--- config.mk ---
export PLATFORM = sky130hd
export DESIGN_NAME = hdlcr_top
export DESIGN_NICKNAME = d
export VERILOG_FILES = /design/src/shared/hdlcr_pkg.sv /design/src/logic/hdlcr_reg8.sv /design/src/logic/hdlcr_ratio_scale.sv /design/src/logic/hdlcr_top.sv
export SDC_FILE = /design/constraint.sdc
export NUM_CORES = 1
export LEC_CHECK = 0
export BUFFER_PORTS_ARGS = -buffer_cell sky130_fd_sc_hd__buf_4
export CORE_ASPECT_RATIO = 0.5
export CORE_MARGIN = 8
export CORE_UTILIZATION = 57
export DETAILED_ROUTE_END_ITERATION = 8
export PLACE_DENSITY_LB_ADDON = 0.05
export SLEW_MARGIN = 40
export SYNTH_ARGS = -nofsm -noshare
export SYNTH_HDL_FRONTEND = slang
export SYNTH_SLANG_ARGS = --single-unit
--- constraint.sdc ---
create_clock -name clk -period 122.1 [get_ports clk]
set_input_delay 18.315 -clock clk [delete_from_list [all_inputs] [get_ports clk]]
set_output_delay 18.315 -clock clk [all_outputs]
set_load 0.1 [all_outputs]
--- src/shared/hdlcr_pkg.sv ---
package hdlcr_pkg;

   // Register port widths.
   localparam int ADDR_W = 8;
   localparam int DATA_W = 8;

   // Register offsets, as byte addresses on the register port.
   localparam logic [7:0] OFF_DRIVE_FLOOR = 8'h14;
   localparam logic [7:0] OFF_DRIVE_CEILING = 8'h15;
   localparam logic [7:0] OFF_NOMINAL_LEVEL = 8'h16;
   localparam logic [7:0] OFF_OVERDRIVE_LIMIT = 8'h17;
   localparam logic [7:0] OFF_LOSS_COMP = 8'h18;
   localparam logic [7:0] OFF_BACKEMF_CAL = 8'h19;
   localparam logic [7:0] OFF_CAL_STATUS = 8'h30;

   // Reset values.
   localparam logic [7:0] RST_DRIVE_FLOOR = 8'h19;
   localparam logic [7:0] RST_DRIVE_CEILING = 8'hff;
   localparam logic [7:0] RST_NOMINAL_LEVEL = 8'h3e;
   localparam logic [7:0] RST_OVERDRIVE_LIMIT = 8'h8c;
   localparam logic [7:0] RST_LOSS_COMP = 8'h0c;
   localparam logic [7:0] RST_BACKEMF_CAL = 8'h6f;
   localparam logic [7:0] RST_ZERO = 8'h00;

   // Status register bit positions.
   localparam int STAT_NOMINAL_STALE_BIT = 0;
   localparam int STAT_CAL_SEEN_BIT = 1;

   // Full scale of every 8-bit level, the divisor of all ratio fields.
   localparam logic [15:0] FULL_SCALE_DIV = 16'h00ff;
   localparam logic [19:0] FULL_SCALE_DIV_W = 20'h000ff;

   // Back-EMF full-scale voltage in millivolts.
   localparam logic [19:0] BEMF_FS_MV = 20'd1220;

   // Feedback sense gain in tenths, one per select code.
   localparam logic [19:0] SENSE_GAIN_X10_0 = 20'd10;
   localparam logic [19:0] SENSE_GAIN_X10_1 = 20'd20;
   localparam logic [19:0] SENSE_GAIN_X10_2 = 20'd40;
   localparam logic [19:0] SENSE_GAIN_X10_3 = 20'd80;
   localparam logic [19:0] GAIN_TENTHS = 20'd10;

   // Numerator of the loop gain law: gain = numerator / back-EMF result.
   localparam logic [15:0] FB_GAIN_NUM = 16'h1fe0;
   localparam logic [7:0] FB_GAIN_MAX = 8'hff;

   // Which register sets the drive engine's full-scale reference.
   typedef enum logic [1:0] {
      REF_NOMINAL = 2'b00,
      REF_LIMIT_OPEN = 2'b01,
      REF_LIMIT_BOOST = 2'b10
   } hdlcr_ref_sel_type;

endpackage

--- src/logic/hdlcr_reg8.sv ---
`timescale 1ns/1ps
`default_nettype none

// One 8-bit register that software writes and that hardware may load.
module hdlcr_reg8 #(
   parameter logic [7:0] RESET_VALUE = 8'h00
) (
   input wire logic clk,
   input wire logic rst,
   input wire logic wr_en,
   input wire logic [7:0] wr_data,
   input wire logic hw_load,
   input wire logic [7:0] hw_data,
   output logic [7:0] value
);

   logic [7:0] value_q;
   logic [7:0] value_d;

   // A hardware load beats a software write in the same cycle, so a fresh result is never lost.
   assign value_d = hw_load ? hw_data : (wr_en ? wr_data : value_q);
   assign value = value_q;

   // Storage flop.
   always_ff @(posedge clk or posedge rst) begin
      if (rst) begin
         value_q <= RESET_VALUE;
      end else begin
         value_q <= value_d;
      end
   end

endmodule

`default_nettype wire

--- src/logic/hdlcr_ratio_scale.sv ---
`timescale 1ns/1ps
`default_nettype none

// Scales a level by a ratio field: result = level * ratio / 255.
module hdlcr_ratio_scale (
   input wire logic [7:0] level,
   input wire logic [7:0] ratio,
   output logic [7:0] scaled
);
   import hdlcr_pkg::*;

   logic [15:0] product;
   logic [15:0] quotient;

   // The quotient never exceeds 255, so the cut to eight bits loses nothing.
   assign product = level * ratio;
   assign quotient = product / FULL_SCALE_DIV;
   assign scaled = quotient[7:0];

endmodule

`default_nettype wire

--- src/logic/hdlcr_top.sv ---
// Overview of operation
// [RULE_01] Drive floor register, reset 0x19, sets lowest audio-path output level.
// [RULE_02] Drive ceiling register, reset 0xff, caps audio-path output at ceiling/255.
// [RULE_03] Closed loop uses nominal level register, reset 0x3e, as full-scale reference.
// [RULE_04] Host loads nominal level before calibration; calibration reads it as input.
// [RULE_05] Open loop ignores nominal level and uses overdrive limit instead.
// [RULE_06] Host should recalibrate after any change of the nominal level.
// [RULE_07] Closed-loop overdrive and braking may drive above the nominal level.
// [RULE_08] Overdrive limit register, reset 0x8c, bounds automatic overdrive.
// [RULE_09] Open loop takes its full-scale reference from the overdrive limit.
// [RULE_10] Calibration completion stores loss compensation result; reset value 0x0c.
// [RULE_11] Playback drive gain is multiplied by one plus compensation/255.
// [RULE_12] Calibration completion stores back-EMF result; reset value 0x6f.
// [RULE_13] Closed-loop feedback gain is derived from the back-EMF result.
// [RULE_14] Back-EMF volts equal result/255 times 1.22 V over sense gain.
// [RULE_15] Both calibration results stay host writable to restore saved values.
//
// Design decision made here: the plain strobed port.
`timescale 1ns/1ps
`default_nettype none

module hdlcr_top (
   input wire logic clk,
   input wire logic rst,
   input wire logic [hdlcr_pkg::ADDR_W-1:0] reg_addr,
   input wire logic [hdlcr_pkg::DATA_W-1:0] reg_wdata,
   input wire logic reg_wr,
   input wire logic reg_rd,
   output logic [hdlcr_pkg::DATA_W-1:0] reg_rdata,
   input wire logic closed_loop,
   input wire logic overdrive_active,
   input wire logic brake_active,
   input wire logic [1:0] feedback_sense_gain_select,
   input wire logic cal_done,
   input wire logic [7:0] cal_comp_value,
   input wire logic [7:0] cal_bemf_value,
   input wire logic [7:0] ath_level_in,
   input wire logic [7:0] drive_request,
   output logic [7:0] calib_reference,
   output logic [7:0] full_scale_ref,
   output hdlcr_pkg::hdlcr_ref_sel_type ref_select,
   output logic [7:0] ath_drive_level,
   output logic [8:0] drive_amplitude,
   output logic [7:0] feedback_gain,
   output logic [15:0] backemf_sense_mv
);
   import hdlcr_pkg::*;

   // Address decode of the register port.
   logic hit_floor;
   logic hit_ceiling;
   logic hit_nominal;
   logic hit_limit;
   logic hit_comp;
   logic hit_bemf;
   logic hit_status;
   assign hit_floor = (reg_addr == OFF_DRIVE_FLOOR);
   assign hit_ceiling = (reg_addr == OFF_DRIVE_CEILING);
   assign hit_nominal = (reg_addr == OFF_NOMINAL_LEVEL);
   assign hit_limit = (reg_addr == OFF_OVERDRIVE_LIMIT);
   assign hit_comp = (reg_addr == OFF_LOSS_COMP);
   assign hit_bemf = (reg_addr == OFF_BACKEMF_CAL);
   assign hit_status = (reg_addr == OFF_CAL_STATUS);

   // Write enables per register.
   logic wr_floor;
   logic wr_ceiling;
   logic wr_nominal;
   logic wr_limit;
   logic wr_comp;
   logic wr_bemf;
   assign wr_floor = reg_wr & hit_floor;
   assign wr_ceiling = reg_wr & hit_ceiling;
   assign wr_nominal = reg_wr & hit_nominal;
   assign wr_limit = reg_wr & hit_limit;
   assign wr_comp = reg_wr & hit_comp;
   assign wr_bemf = reg_wr & hit_bemf;

   logic [7:0] drive_floor;
   logic [7:0] drive_ceiling;
   logic [7:0] nominal_level;
   logic [7:0] overdrive_limit;
   logic [7:0] loss_comp;
   logic [7:0] backemf_result;

   // Audio path floor, host only.
   hdlcr_reg8 #(.RESET_VALUE(RST_DRIVE_FLOOR)) u_floor ( // RULE_01
      .clk(clk),
      .rst(rst),
      .wr_en(wr_floor),
      .wr_data(reg_wdata),
      .hw_load(1'b0),
      .hw_data(RST_ZERO),
      .value(drive_floor)
   );

   // Audio path ceiling, host only.
   hdlcr_reg8 #(.RESET_VALUE(RST_DRIVE_CEILING)) u_ceiling ( // RULE_02
      .clk(clk),
      .rst(rst),
      .wr_en(wr_ceiling),
      .wr_data(reg_wdata),
      .hw_load(1'b0),
      .hw_data(RST_ZERO),
      .value(drive_ceiling)
   );

   // Motor nominal level, host only.
   hdlcr_reg8 #(.RESET_VALUE(RST_NOMINAL_LEVEL)) u_nominal ( // RULE_03
      .clk(clk),
      .rst(rst),
      .wr_en(wr_nominal),
      .wr_data(reg_wdata),
      .hw_load(1'b0),
      .hw_data(RST_ZERO),
      .value(nominal_level)
   );

   // Overdrive limit, host only.
   hdlcr_reg8 #(.RESET_VALUE(RST_OVERDRIVE_LIMIT)) u_limit ( // RULE_08
      .clk(clk),
      .rst(rst),
      .wr_en(wr_limit),
      .wr_data(reg_wdata),
      .hw_load(1'b0),
      .hw_data(RST_ZERO),
      .value(overdrive_limit)
   );

   // Loss compensation result: loaded by calibration, still writable by the host.
   hdlcr_reg8 #(.RESET_VALUE(RST_LOSS_COMP)) u_comp ( // RULE_10 RULE_15
      .clk(clk),
      .rst(rst),
      .wr_en(wr_comp),
      .wr_data(reg_wdata),
      .hw_load(cal_done),
      .hw_data(cal_comp_value),
      .value(loss_comp)
   );

   // Back-EMF result: loaded by calibration, still writable by the host.
   hdlcr_reg8 #(.RESET_VALUE(RST_BACKEMF_CAL)) u_bemf ( // RULE_12 RULE_15
      .clk(clk),
      .rst(rst),
      .wr_en(wr_bemf),
      .wr_data(reg_wdata),
      .hw_load(cal_done),
      .hw_data(cal_bemf_value),
      .value(backemf_result)
   );

   // Calibration status flags.
   logic nominal_stale_q;
   logic nominal_stale_d;
   logic cal_seen_q;
   logic cal_seen_d;

   // A nominal-level write in the same cycle as a calibration end leaves the result stale,
   // because the routine finished with the old level.
   assign nominal_stale_d = wr_nominal ? 1'b1 : (cal_done ? 1'b0 : nominal_stale_q); // RULE_06
   assign cal_seen_d = cal_seen_q | cal_done;

   // Status flops.
   always_ff @(posedge clk or posedge rst) begin
      if (rst) begin
         nominal_stale_q <= 1'b0;
         cal_seen_q <= 1'b0;
      end else begin
         nominal_stale_q <= nominal_stale_d;
         cal_seen_q <= cal_seen_d;
      end
   end

   logic [7:0] status_word;
   assign status_word = {6'h00, cal_seen_q, nominal_stale_q};

   // Read data multiplexer; unmapped addresses read as zero.
   logic [7:0] rd_mux;
   assign rd_mux = hit_floor ? drive_floor :
                   hit_ceiling ? drive_ceiling :
                   hit_nominal ? nominal_level :
                   hit_limit ? overdrive_limit :
                   hit_comp ? loss_comp :
                   hit_bemf ? backemf_result :
                   hit_status ? status_word : RST_ZERO;

   logic [7:0] rdata_q;
   logic [7:0] rdata_d;
   // Data stand only in the cycle after the read strobe, zero otherwise.
   assign rdata_d = reg_rd ? rd_mux : RST_ZERO;

   // Read data flop.
   always_ff @(posedge clk or posedge rst) begin
      if (rst) begin
         rdata_q <= RST_ZERO;
      end else begin
         rdata_q <= rdata_d;
      end
   end
   assign reg_rdata = rdata_q;

   // Reference selection: the limit replaces the nominal level in open loop and,
   // in closed loop, while overdrive or braking runs.
   logic boost_window;
   hdlcr_ref_sel_type ref_sel;
   assign boost_window = closed_loop & (overdrive_active | brake_active); // RULE_07
   assign ref_sel = !closed_loop ? REF_LIMIT_OPEN : // RULE_05 RULE_09
                    (boost_window ? REF_LIMIT_BOOST : REF_NOMINAL); // RULE_03

   logic [7:0] ref_level;
   // Map the selection onto a register value.
   always_comb begin
      unique case (ref_sel)
         REF_NOMINAL: ref_level = nominal_level;
         REF_LIMIT_OPEN: ref_level = overdrive_limit;
         REF_LIMIT_BOOST: ref_level = overdrive_limit;
         default: ref_level = nominal_level;
      endcase
   end

   // Drive amplitude: request scaled by the reference, then by the loss coefficient.
   logic [7:0] drive_scaled;
   logic [7:0] comp_extra;
   logic [8:0] drive_comp;
   logic [8:0] limit_wide;
   logic [8:0] drive_bounded;

   hdlcr_ratio_scale u_drive_scale (
      .level(drive_request),
      .ratio(ref_level),
      .scaled(drive_scaled)
   );

   hdlcr_ratio_scale u_comp_scale (
      .level(drive_scaled),
      .ratio(loss_comp),
      .scaled(comp_extra)
   );

   // Coefficient 1 + comp/255 applied as level plus level*comp/255.
   assign drive_comp = {1'b0, drive_scaled} + {1'b0, comp_extra}; // RULE_11
   assign limit_wide = {1'b0, overdrive_limit};
   // Compensation may lift a boosted drive past the limit, so the bound is applied last.
   assign drive_bounded = (boost_window && (drive_comp > limit_wide)) ? limit_wide : drive_comp; // RULE_08

   // Audio path output level: silence stays silent, any signal is raised to the floor
   // and cut at the ceiling. A floor above the ceiling yields the ceiling.
   logic [7:0] ath_floored;
   logic [7:0] ath_limited;
   assign ath_floored = (ath_level_in < drive_floor) ? drive_floor : ath_level_in; // RULE_01
   assign ath_limited = (ath_floored > drive_ceiling) ? drive_ceiling : ath_floored; // RULE_02

   logic [7:0] ath_level_d;
   assign ath_level_d = (ath_level_in == RST_ZERO) ? RST_ZERO : ath_limited;

   // Loop gain law: a weaker back-EMF needs a larger gain. A zero result saturates.
   logic [15:0] gain_quot;
   logic [7:0] fb_gain_d;
   assign gain_quot = (backemf_result == RST_ZERO) ? 16'h0000 :
                      FB_GAIN_NUM / {8'h00, backemf_result};
   assign fb_gain_d = ((backemf_result == RST_ZERO) || (gain_quot > 16'h00ff)) ? FB_GAIN_MAX :
                      gain_quot[7:0]; // RULE_13

   // Back-EMF in millivolts, divided by the selected sense gain.
   logic [19:0] bemf_prod;
   logic [19:0] bemf_mv_raw;
   logic [19:0] sense_gain;
   logic [19:0] bemf_sense;
   assign bemf_prod = 20'(backemf_result) * BEMF_FS_MV;
   assign bemf_mv_raw = bemf_prod / FULL_SCALE_DIV_W; // RULE_14
   assign sense_gain = (feedback_sense_gain_select == 2'h0) ? SENSE_GAIN_X10_0 :
                       (feedback_sense_gain_select == 2'h1) ? SENSE_GAIN_X10_1 :
                       (feedback_sense_gain_select == 2'h2) ? SENSE_GAIN_X10_2 :
                       SENSE_GAIN_X10_3;
   assign bemf_sense = 20'(bemf_mv_raw * GAIN_TENTHS) / sense_gain; // RULE_14

   // Output flops toward the drive engine and calibration routine.
   logic [7:0] calib_ref_q;
   logic [7:0] full_scale_q;
   hdlcr_ref_sel_type ref_sel_q;
   logic [7:0] ath_level_q;
   logic [8:0] drive_amp_q;
   logic [7:0] fb_gain_q;
   logic [15:0] bemf_mv_q;

   // One register stage keeps every engine-facing output glitch free.
   always_ff @(posedge clk or posedge rst) begin
      if (rst) begin
         calib_ref_q <= RST_NOMINAL_LEVEL;
         full_scale_q <= RST_NOMINAL_LEVEL;
         ref_sel_q <= REF_NOMINAL;
         ath_level_q <= RST_ZERO;
         drive_amp_q <= 9'h000;
         fb_gain_q <= RST_ZERO;
         bemf_mv_q <= 16'h0000;
      end else begin
         calib_ref_q <= nominal_level; // RULE_04
         full_scale_q <= ref_level;
         ref_sel_q <= ref_sel;
         ath_level_q <= ath_level_d;
         drive_amp_q <= drive_bounded;
         fb_gain_q <= fb_gain_d;
         bemf_mv_q <= bemf_sense[15:0];
      end
   end

   assign calib_reference = calib_ref_q;
   assign full_scale_ref = full_scale_q;
   assign ref_select = ref_sel_q;
   assign ath_drive_level = ath_level_q;
   assign drive_amplitude = drive_amp_q;
   assign feedback_gain = fb_gain_q;
   assign backemf_sense_mv = bemf_mv_q;

endmodule

`default_nettype wire

-- Word level (Yosys, flattened, before mapping)
Cells that the tools add are included.
- register bits after elaboration: 117
- word-level logic and storage cells: 85
- add/sub/neg operators: 1
- multiply operators: 4
- divide/modulo/power cells: 5
- order comparisons: 4
- equal/unequal tests: 11
- mux-type cells: 26
- bitwise gates (word level): 9
- reduce and logical (&&, ||, !) cells: 9
- operators by type and width (cell ; count):
    8-bit 2-to-1 mux ; 16
    8-bit by 5-bit == test with 1-bit output (second input constant) ; 6
    16-bit by 8-bit divider with 16-bit output (second input constant) ; 2
    8-bit by 8-bit multiplier with 16-bit output ; 2
    7-bit 2-to-1 mux ; 3
    19-bit by 8-bit divider with 20-bit output (second input constant) ; 1
    20-bit by 20-bit divider with 20-bit output ; 1
    20-bit by 3-bit multiplier with 19-bit output (second input constant) ; 1
    8-bit by 9-bit multiplier with 17-bit output (second input constant) ; 1
    13-bit by 8-bit divider with 16-bit output (first input constant) ; 1
    16-bit by 8-bit > comparator with 1-bit output (second input constant) ; 1
    8-bit logical NOT ; 2
    16-bit 2-to-1 mux ; 1
    8-bit by 8-bit adder with 9-bit output ; 1
    9-bit by 8-bit > comparator with 1-bit output ; 1
    9-bit 2-to-1 mux ; 1
    8-bit by 6-bit == test with 1-bit output (second input constant) ; 1
    8-bit > comparator ; 1
    8-bit < comparator ; 1
    1-bit bitwise AND ; 7
    2-bit 2-to-1 mux ; 3
    2-bit nonzero test ; 3
    2-bit by 1-bit == test with 1-bit output (second input constant) ; 2
    2-bit == test (second input constant) ; 2
    other kinds (6) ; 8

-- Depth between registers and ports, before layout
- word-level depth: 15
- depth in mapped cells: 260

-- Modules after synthesis
A second synthesis with hierarchy kept.
- cell total of the unflattened synthesis: 3876
- area, all modules: 30304.1 um^2
- by module, submodules not included (module ; instances ; cells an instance ; area each (um^2) ; sequential area each (um^2)):
    hdlcr_top ; 1 ; 2628 ; 19610.1 ; 1739.2
    hdlcr_ratio_scale ; 2 ; 519 ; 4200.3 ; 0.0
    hdlcr_reg8 (u_floor ...) ; 2 ; 35 ; 380.4 ; 203.9
    hdlcr_reg8 (u_ceiling) ; 1 ; 35 ; 386.6 ; 210.2
    hdlcr_reg8 (u_bemf) ; 1 ; 35 ; 384.1 ; 207.7
    hdlcr_reg8 (u_nominal) ; 1 ; 35 ; 382.9 ; 206.4
    hdlcr_reg8 (u_comp) ; 1 ; 35 ; 379.1 ; 202.7

-- Worst setup path before layout
OpenSTA, ideal clock, no wires.
- path kind: in2reg
- start point: input port feedback_sense_gain_select[1]
- end point: register bemf_mv_q[0], in the netlist backemf_sense_mv[0]
- library setup time: 135 ps
- data arrival time: 54883 ps
- data required time: 121965 ps
- setup slack: 67082 ps
- stages: 196
- buffers on the path: 12
- cells stage by stage: nor2_1 -> inv_1 -> ha_1 -> o21a_1 -> o21a_1 -> o21ai_0 -> nor2_1 -> ha_1 -> o21ai_0 -> nand2b_1 -> a21oi_1 -> inv_1 -> a21oi_1 -> nor2_1 -> nor3_1 -> a31o_2 -> ha_1 -> o21a_1 -> (+160 left out) -> nand2b_1 -> a21o_1 -> nor4_1 -> a21oi_1 -> o41ai_2 -> nand4_1 -> or4b_1 -> buf_6 -> mux2_1 -> ha_1 -> nor2b_1 -> o21ai_0 -> nand2b_1 -> a21oi_1 -> nor2b_1 -> a21o_1 -> o2bb2ai_1 -> nand4_1
- word-level cells in the longest chain between the ends: 5
- ends and longest elaborated chain (item ; line ; text):
    from (decl) ; hdlcr_top.sv:33 ; input wire logic [1:0] feedback_sense_gain_select,
    2-bit == test ; hdlcr_top.sv:273 ; (feedback_sense_gain_select == 2'h2) ? SENSE_GAIN_X10_2 :
    7-bit 2-to-1 mux ; hdlcr_top.sv:273 ;
    7-bit 2-to-1 mux ; hdlcr_top.sv:272 ; (feedback_sense_gain_select == 2'h1) ? SENSE_GAIN_X10_1 :
    7-bit 2-to-1 mux (*) ; hdlcr_top.sv:271 ; assign sense_gain = (feedback_sense_gain_select == 2'h0) ? SENSE_GAIN_X10_0 :
    20-bit by 20-bit divider with 20-bit output (*) ; hdlcr_top.sv:275 ; assign bemf_sense = 20'(bemf_mv_raw * GAIN_TENTHS) / sense_gain;
    via bemf_sense[0] ; hdlcr_top.sv:268 ; logic [19:0] bemf_sense;
    to (signal assigned) ; hdlcr_top.sv:303 ; bemf_mv_q <= bemf_sense[15:0];
    to (decl) ; hdlcr_top.sv:284 ; logic [15:0] bemf_mv_q;
Mark *: on every way through the listed nets, which the timed path passes. The rest lies on a longest branch.
A chain may end at the register's enable or synchronous reset.

-- Worst setup path after layout
- start point: input port feedback_sense_gain_select[0]
- end point: register bemf_mv_q[0], in the netlist backemf_sense_mv[0]
The elaborated chain is that of the path after synthesis.

==> run metrics <==
run status completed; CTS tree done; Worst Hold Class reg2reg; RSZ-0062 raised after global routing no; post-synth top area share 0.159; DIE WIDTH 327 um; Adder-Cell Fraction of Synth Area 0.219; I/O pins 125; fraction of layout cells with a size suffix above 1 0.121; Detailed Route WL 79500 um; largest net degree at the start of global routing 66; Via density 6.28; fin. max-slew vios 0; area of the die 56000 um^2; main area contributors after synthesis ha_1 16%, dfrtp_1 7.3%, fa_1 5.8%; Die H 171 um; met1 GRT Util 0.350; syn avg cell area 7.75 um^2; WL/cell 18.6 um; design area 29800 um^2; hold buffer count at CTS 0; top cell type by total area after synthesis ha_1; Synth top cells by count 355 x nand2_1, 349 x ha_1, 272 x nor2_1, 236 x inv_1, 200 x a21oi_1; Reg2Reg Depth 222; final hold vios 0; prevailing post-synth register cell dfrtp_1; CP Class in2reg; row cnt 57; most common cell in the netlist nand2_1; antenna cells 0; Min-Delay Path Depth 0; Seq cells post-synth 117; GRT Util Overall 0.278; GP Congestion 0.924; Rel. slew slack 0.413; drt first pass iters 6; quantity of gates resized following cts 0; Crit path largest cell delay 0.75 ns; initial antenna violation count 0; setup bufs post-CTS 0; Max clock buf depth 2; clock sinks 117; final antenna-violating net count 0; fin crit period 60.44 ns; Period Utilization, post-route 0.495; compound-cell area share of the yosys netlist 0.258; Synth cell types 139; number of buffers added on ports 124; Vias 26900; worst-path fanout max 21; simple-gate portion of the synthesized area 0.239; Achievable Freq 16.5 MHz; post-synthesis sequential area ratio 0.108; first-pass GRT wire length 132000 um; met3 usage 0.0247; CTS Buf Count 17; Post-synth EDFFs 0; Worst-Margin Slew 0.875 ns; mux share of post-synthesis cell area 0.0576; FILL cells 4358; XOR/XNOR Fraction of Synth Area 0.0699; vias in the first global route 26200; initial drt markers 2118; starting density of the core 0.572; reg2reg setup slack 66.31 ns; maximum capacitance violations 0; GR Util met2 0.508; asr flop ratio synth 1.00; Mapped Cells 3553; Post-route DRC 0; Layout area overhead 8.15%; H-tree depth 4; YS warnings 0; nature of the critical path endpoint flip-flop; crit path max-delay cell type or4b_1; Core Box Area 48100 um^2; Critical Path RT 122.42 ns; Final setup viols 0; CP most frequent cell o21a_1; largest family of logic cells by synthesized area compound AO/OA/AOI/OAI gates; Clock Pin Slew Worst Setup and Hold Paths 0.08 ns; DP HPWL 63200 um; clock skew 0.0218 ns; crit path DAT 60.76 ns; Worst Setup Start Kind input pin; placed cell area 29200 um^2; setup TNS 0 ns; Cell Area, Synth 27500 um^2; nets 4110; grt total ovfl 0; Root Buffer clkbuf_16; clock latency on the worst-skew pair 0.44 ns; GR peak layer met2
## sequential cells by signal, summed over array words and instances, names as in the netlist, 8 cells and up
| signal | flops |
|---|---|
| u_comp.value | 8 |
| drive_amplitude | 9 |
| ath_drive_level | 8 |
| u_nominal.value | 8 |
| calib_reference | 8 |
| reg_rdata | 8 |
| u_bemf.value | 8 |
| feedback_gain | 8 |
| u_floor.value | 8 |
| backemf_sense_mv | 16 |
| full_scale_ref | 8 |
| u_ceiling.value | 8 |
| u_limit.value | 8 |
## layer usage
layer	vias up	part of all wire
met2	719	0.49
li1	13200	-
met5	-	0
met4	0	0.025
met1	12800	0.45
met3	161	0.042
## critical path, delay by kind of cell
kind            cells  cell delay [ns]
compound gates    103            22.11
simple gates       43            11.79
fa+ha+maj          17             5.24
buf+inv            17             2.01
mux                 4             1.25
## area by class of cell
type                            instances  area (um^2)  share of cell area
Multi-Input combinational cell       3090        23300               0.783
Sequential cell                       117         2970              0.0998
Timing Repair Buffer                  149         1120              0.0375
Inverter                              248          940              0.0315
Tap cell                              649          812              0.0273
Clock buffer                           17          425              0.0143
Clock inverter                         15          181             0.00609
## cells in the final DEF, fill, tap and decap left out, types with 57 or more instances in the layout
cell     count
xnor2_1    149
nor2_1     270
o21a_1     114
a21o_1      69
nor3_1     132
nand3_1     74
nand2_1    355
xor2_1      69
ha_1       349
o21ai_0    166
o31ai_1     57
mux2_2      69
and2_1      99
dfrtp_1     80
buf_4      149
inv_1      235
fa_1        80
mux2i_1     59
a21oi_1    197
## kinds of logic (layout without fill, tap and decap cells)
group           after synthesis  in the layout
other cells                   1              4
simple gates               1291           1291
fa+ha+maj                   435            435
buf+inv                     349            429
xor+xnor                    219            219
mux                         141            141
compound gates             1000           1000
flops                       117            117
## metrics by stage
step | worst slack (ns) | hold WS, ns | util | instances
finish | 61.66 | 0.385 | 0.619 | 4285
global route | 57.60 | 0.394 | 0.619 | 4285
CTS | 61.51 | 0.388 | 0.618 | 4285
detailed placement | 61.21 | 0.381 | 0.606 | 4253
global placement | 62.66 | 0.382 | 0.604 | 4252
floorplan | 67.08 | 0.364 | - | 3556
## final timing paths
path                                                startpoint                              to
worst max-delay path             feedback_sense_gain_select[0]   backemf_sense_mv[0]$_DFF_PP0_
worst min-delay path            u_nominal.value[3]$_DFFE_PP1P_    calib_reference[3]$_DFF_PP1_
worst max register to register     u_bemf.value[3]$_DFFE_PP1P_   backemf_sense_mv[0]$_DFF_PP0_
worst min register to register  u_nominal.value[3]$_DFFE_PP1P_    calib_reference[3]$_DFF_PP1_
max in group asynchronous                                  rst     u_comp.value[4]$_DFFE_PP0P_
min in group asynchronous                                  rst  backemf_sense_mv[12]$_DFF_PP0_
Power is not shown: default switching activity piles up to over one toggle a cycle in this logic, so the estimate is an artifact.
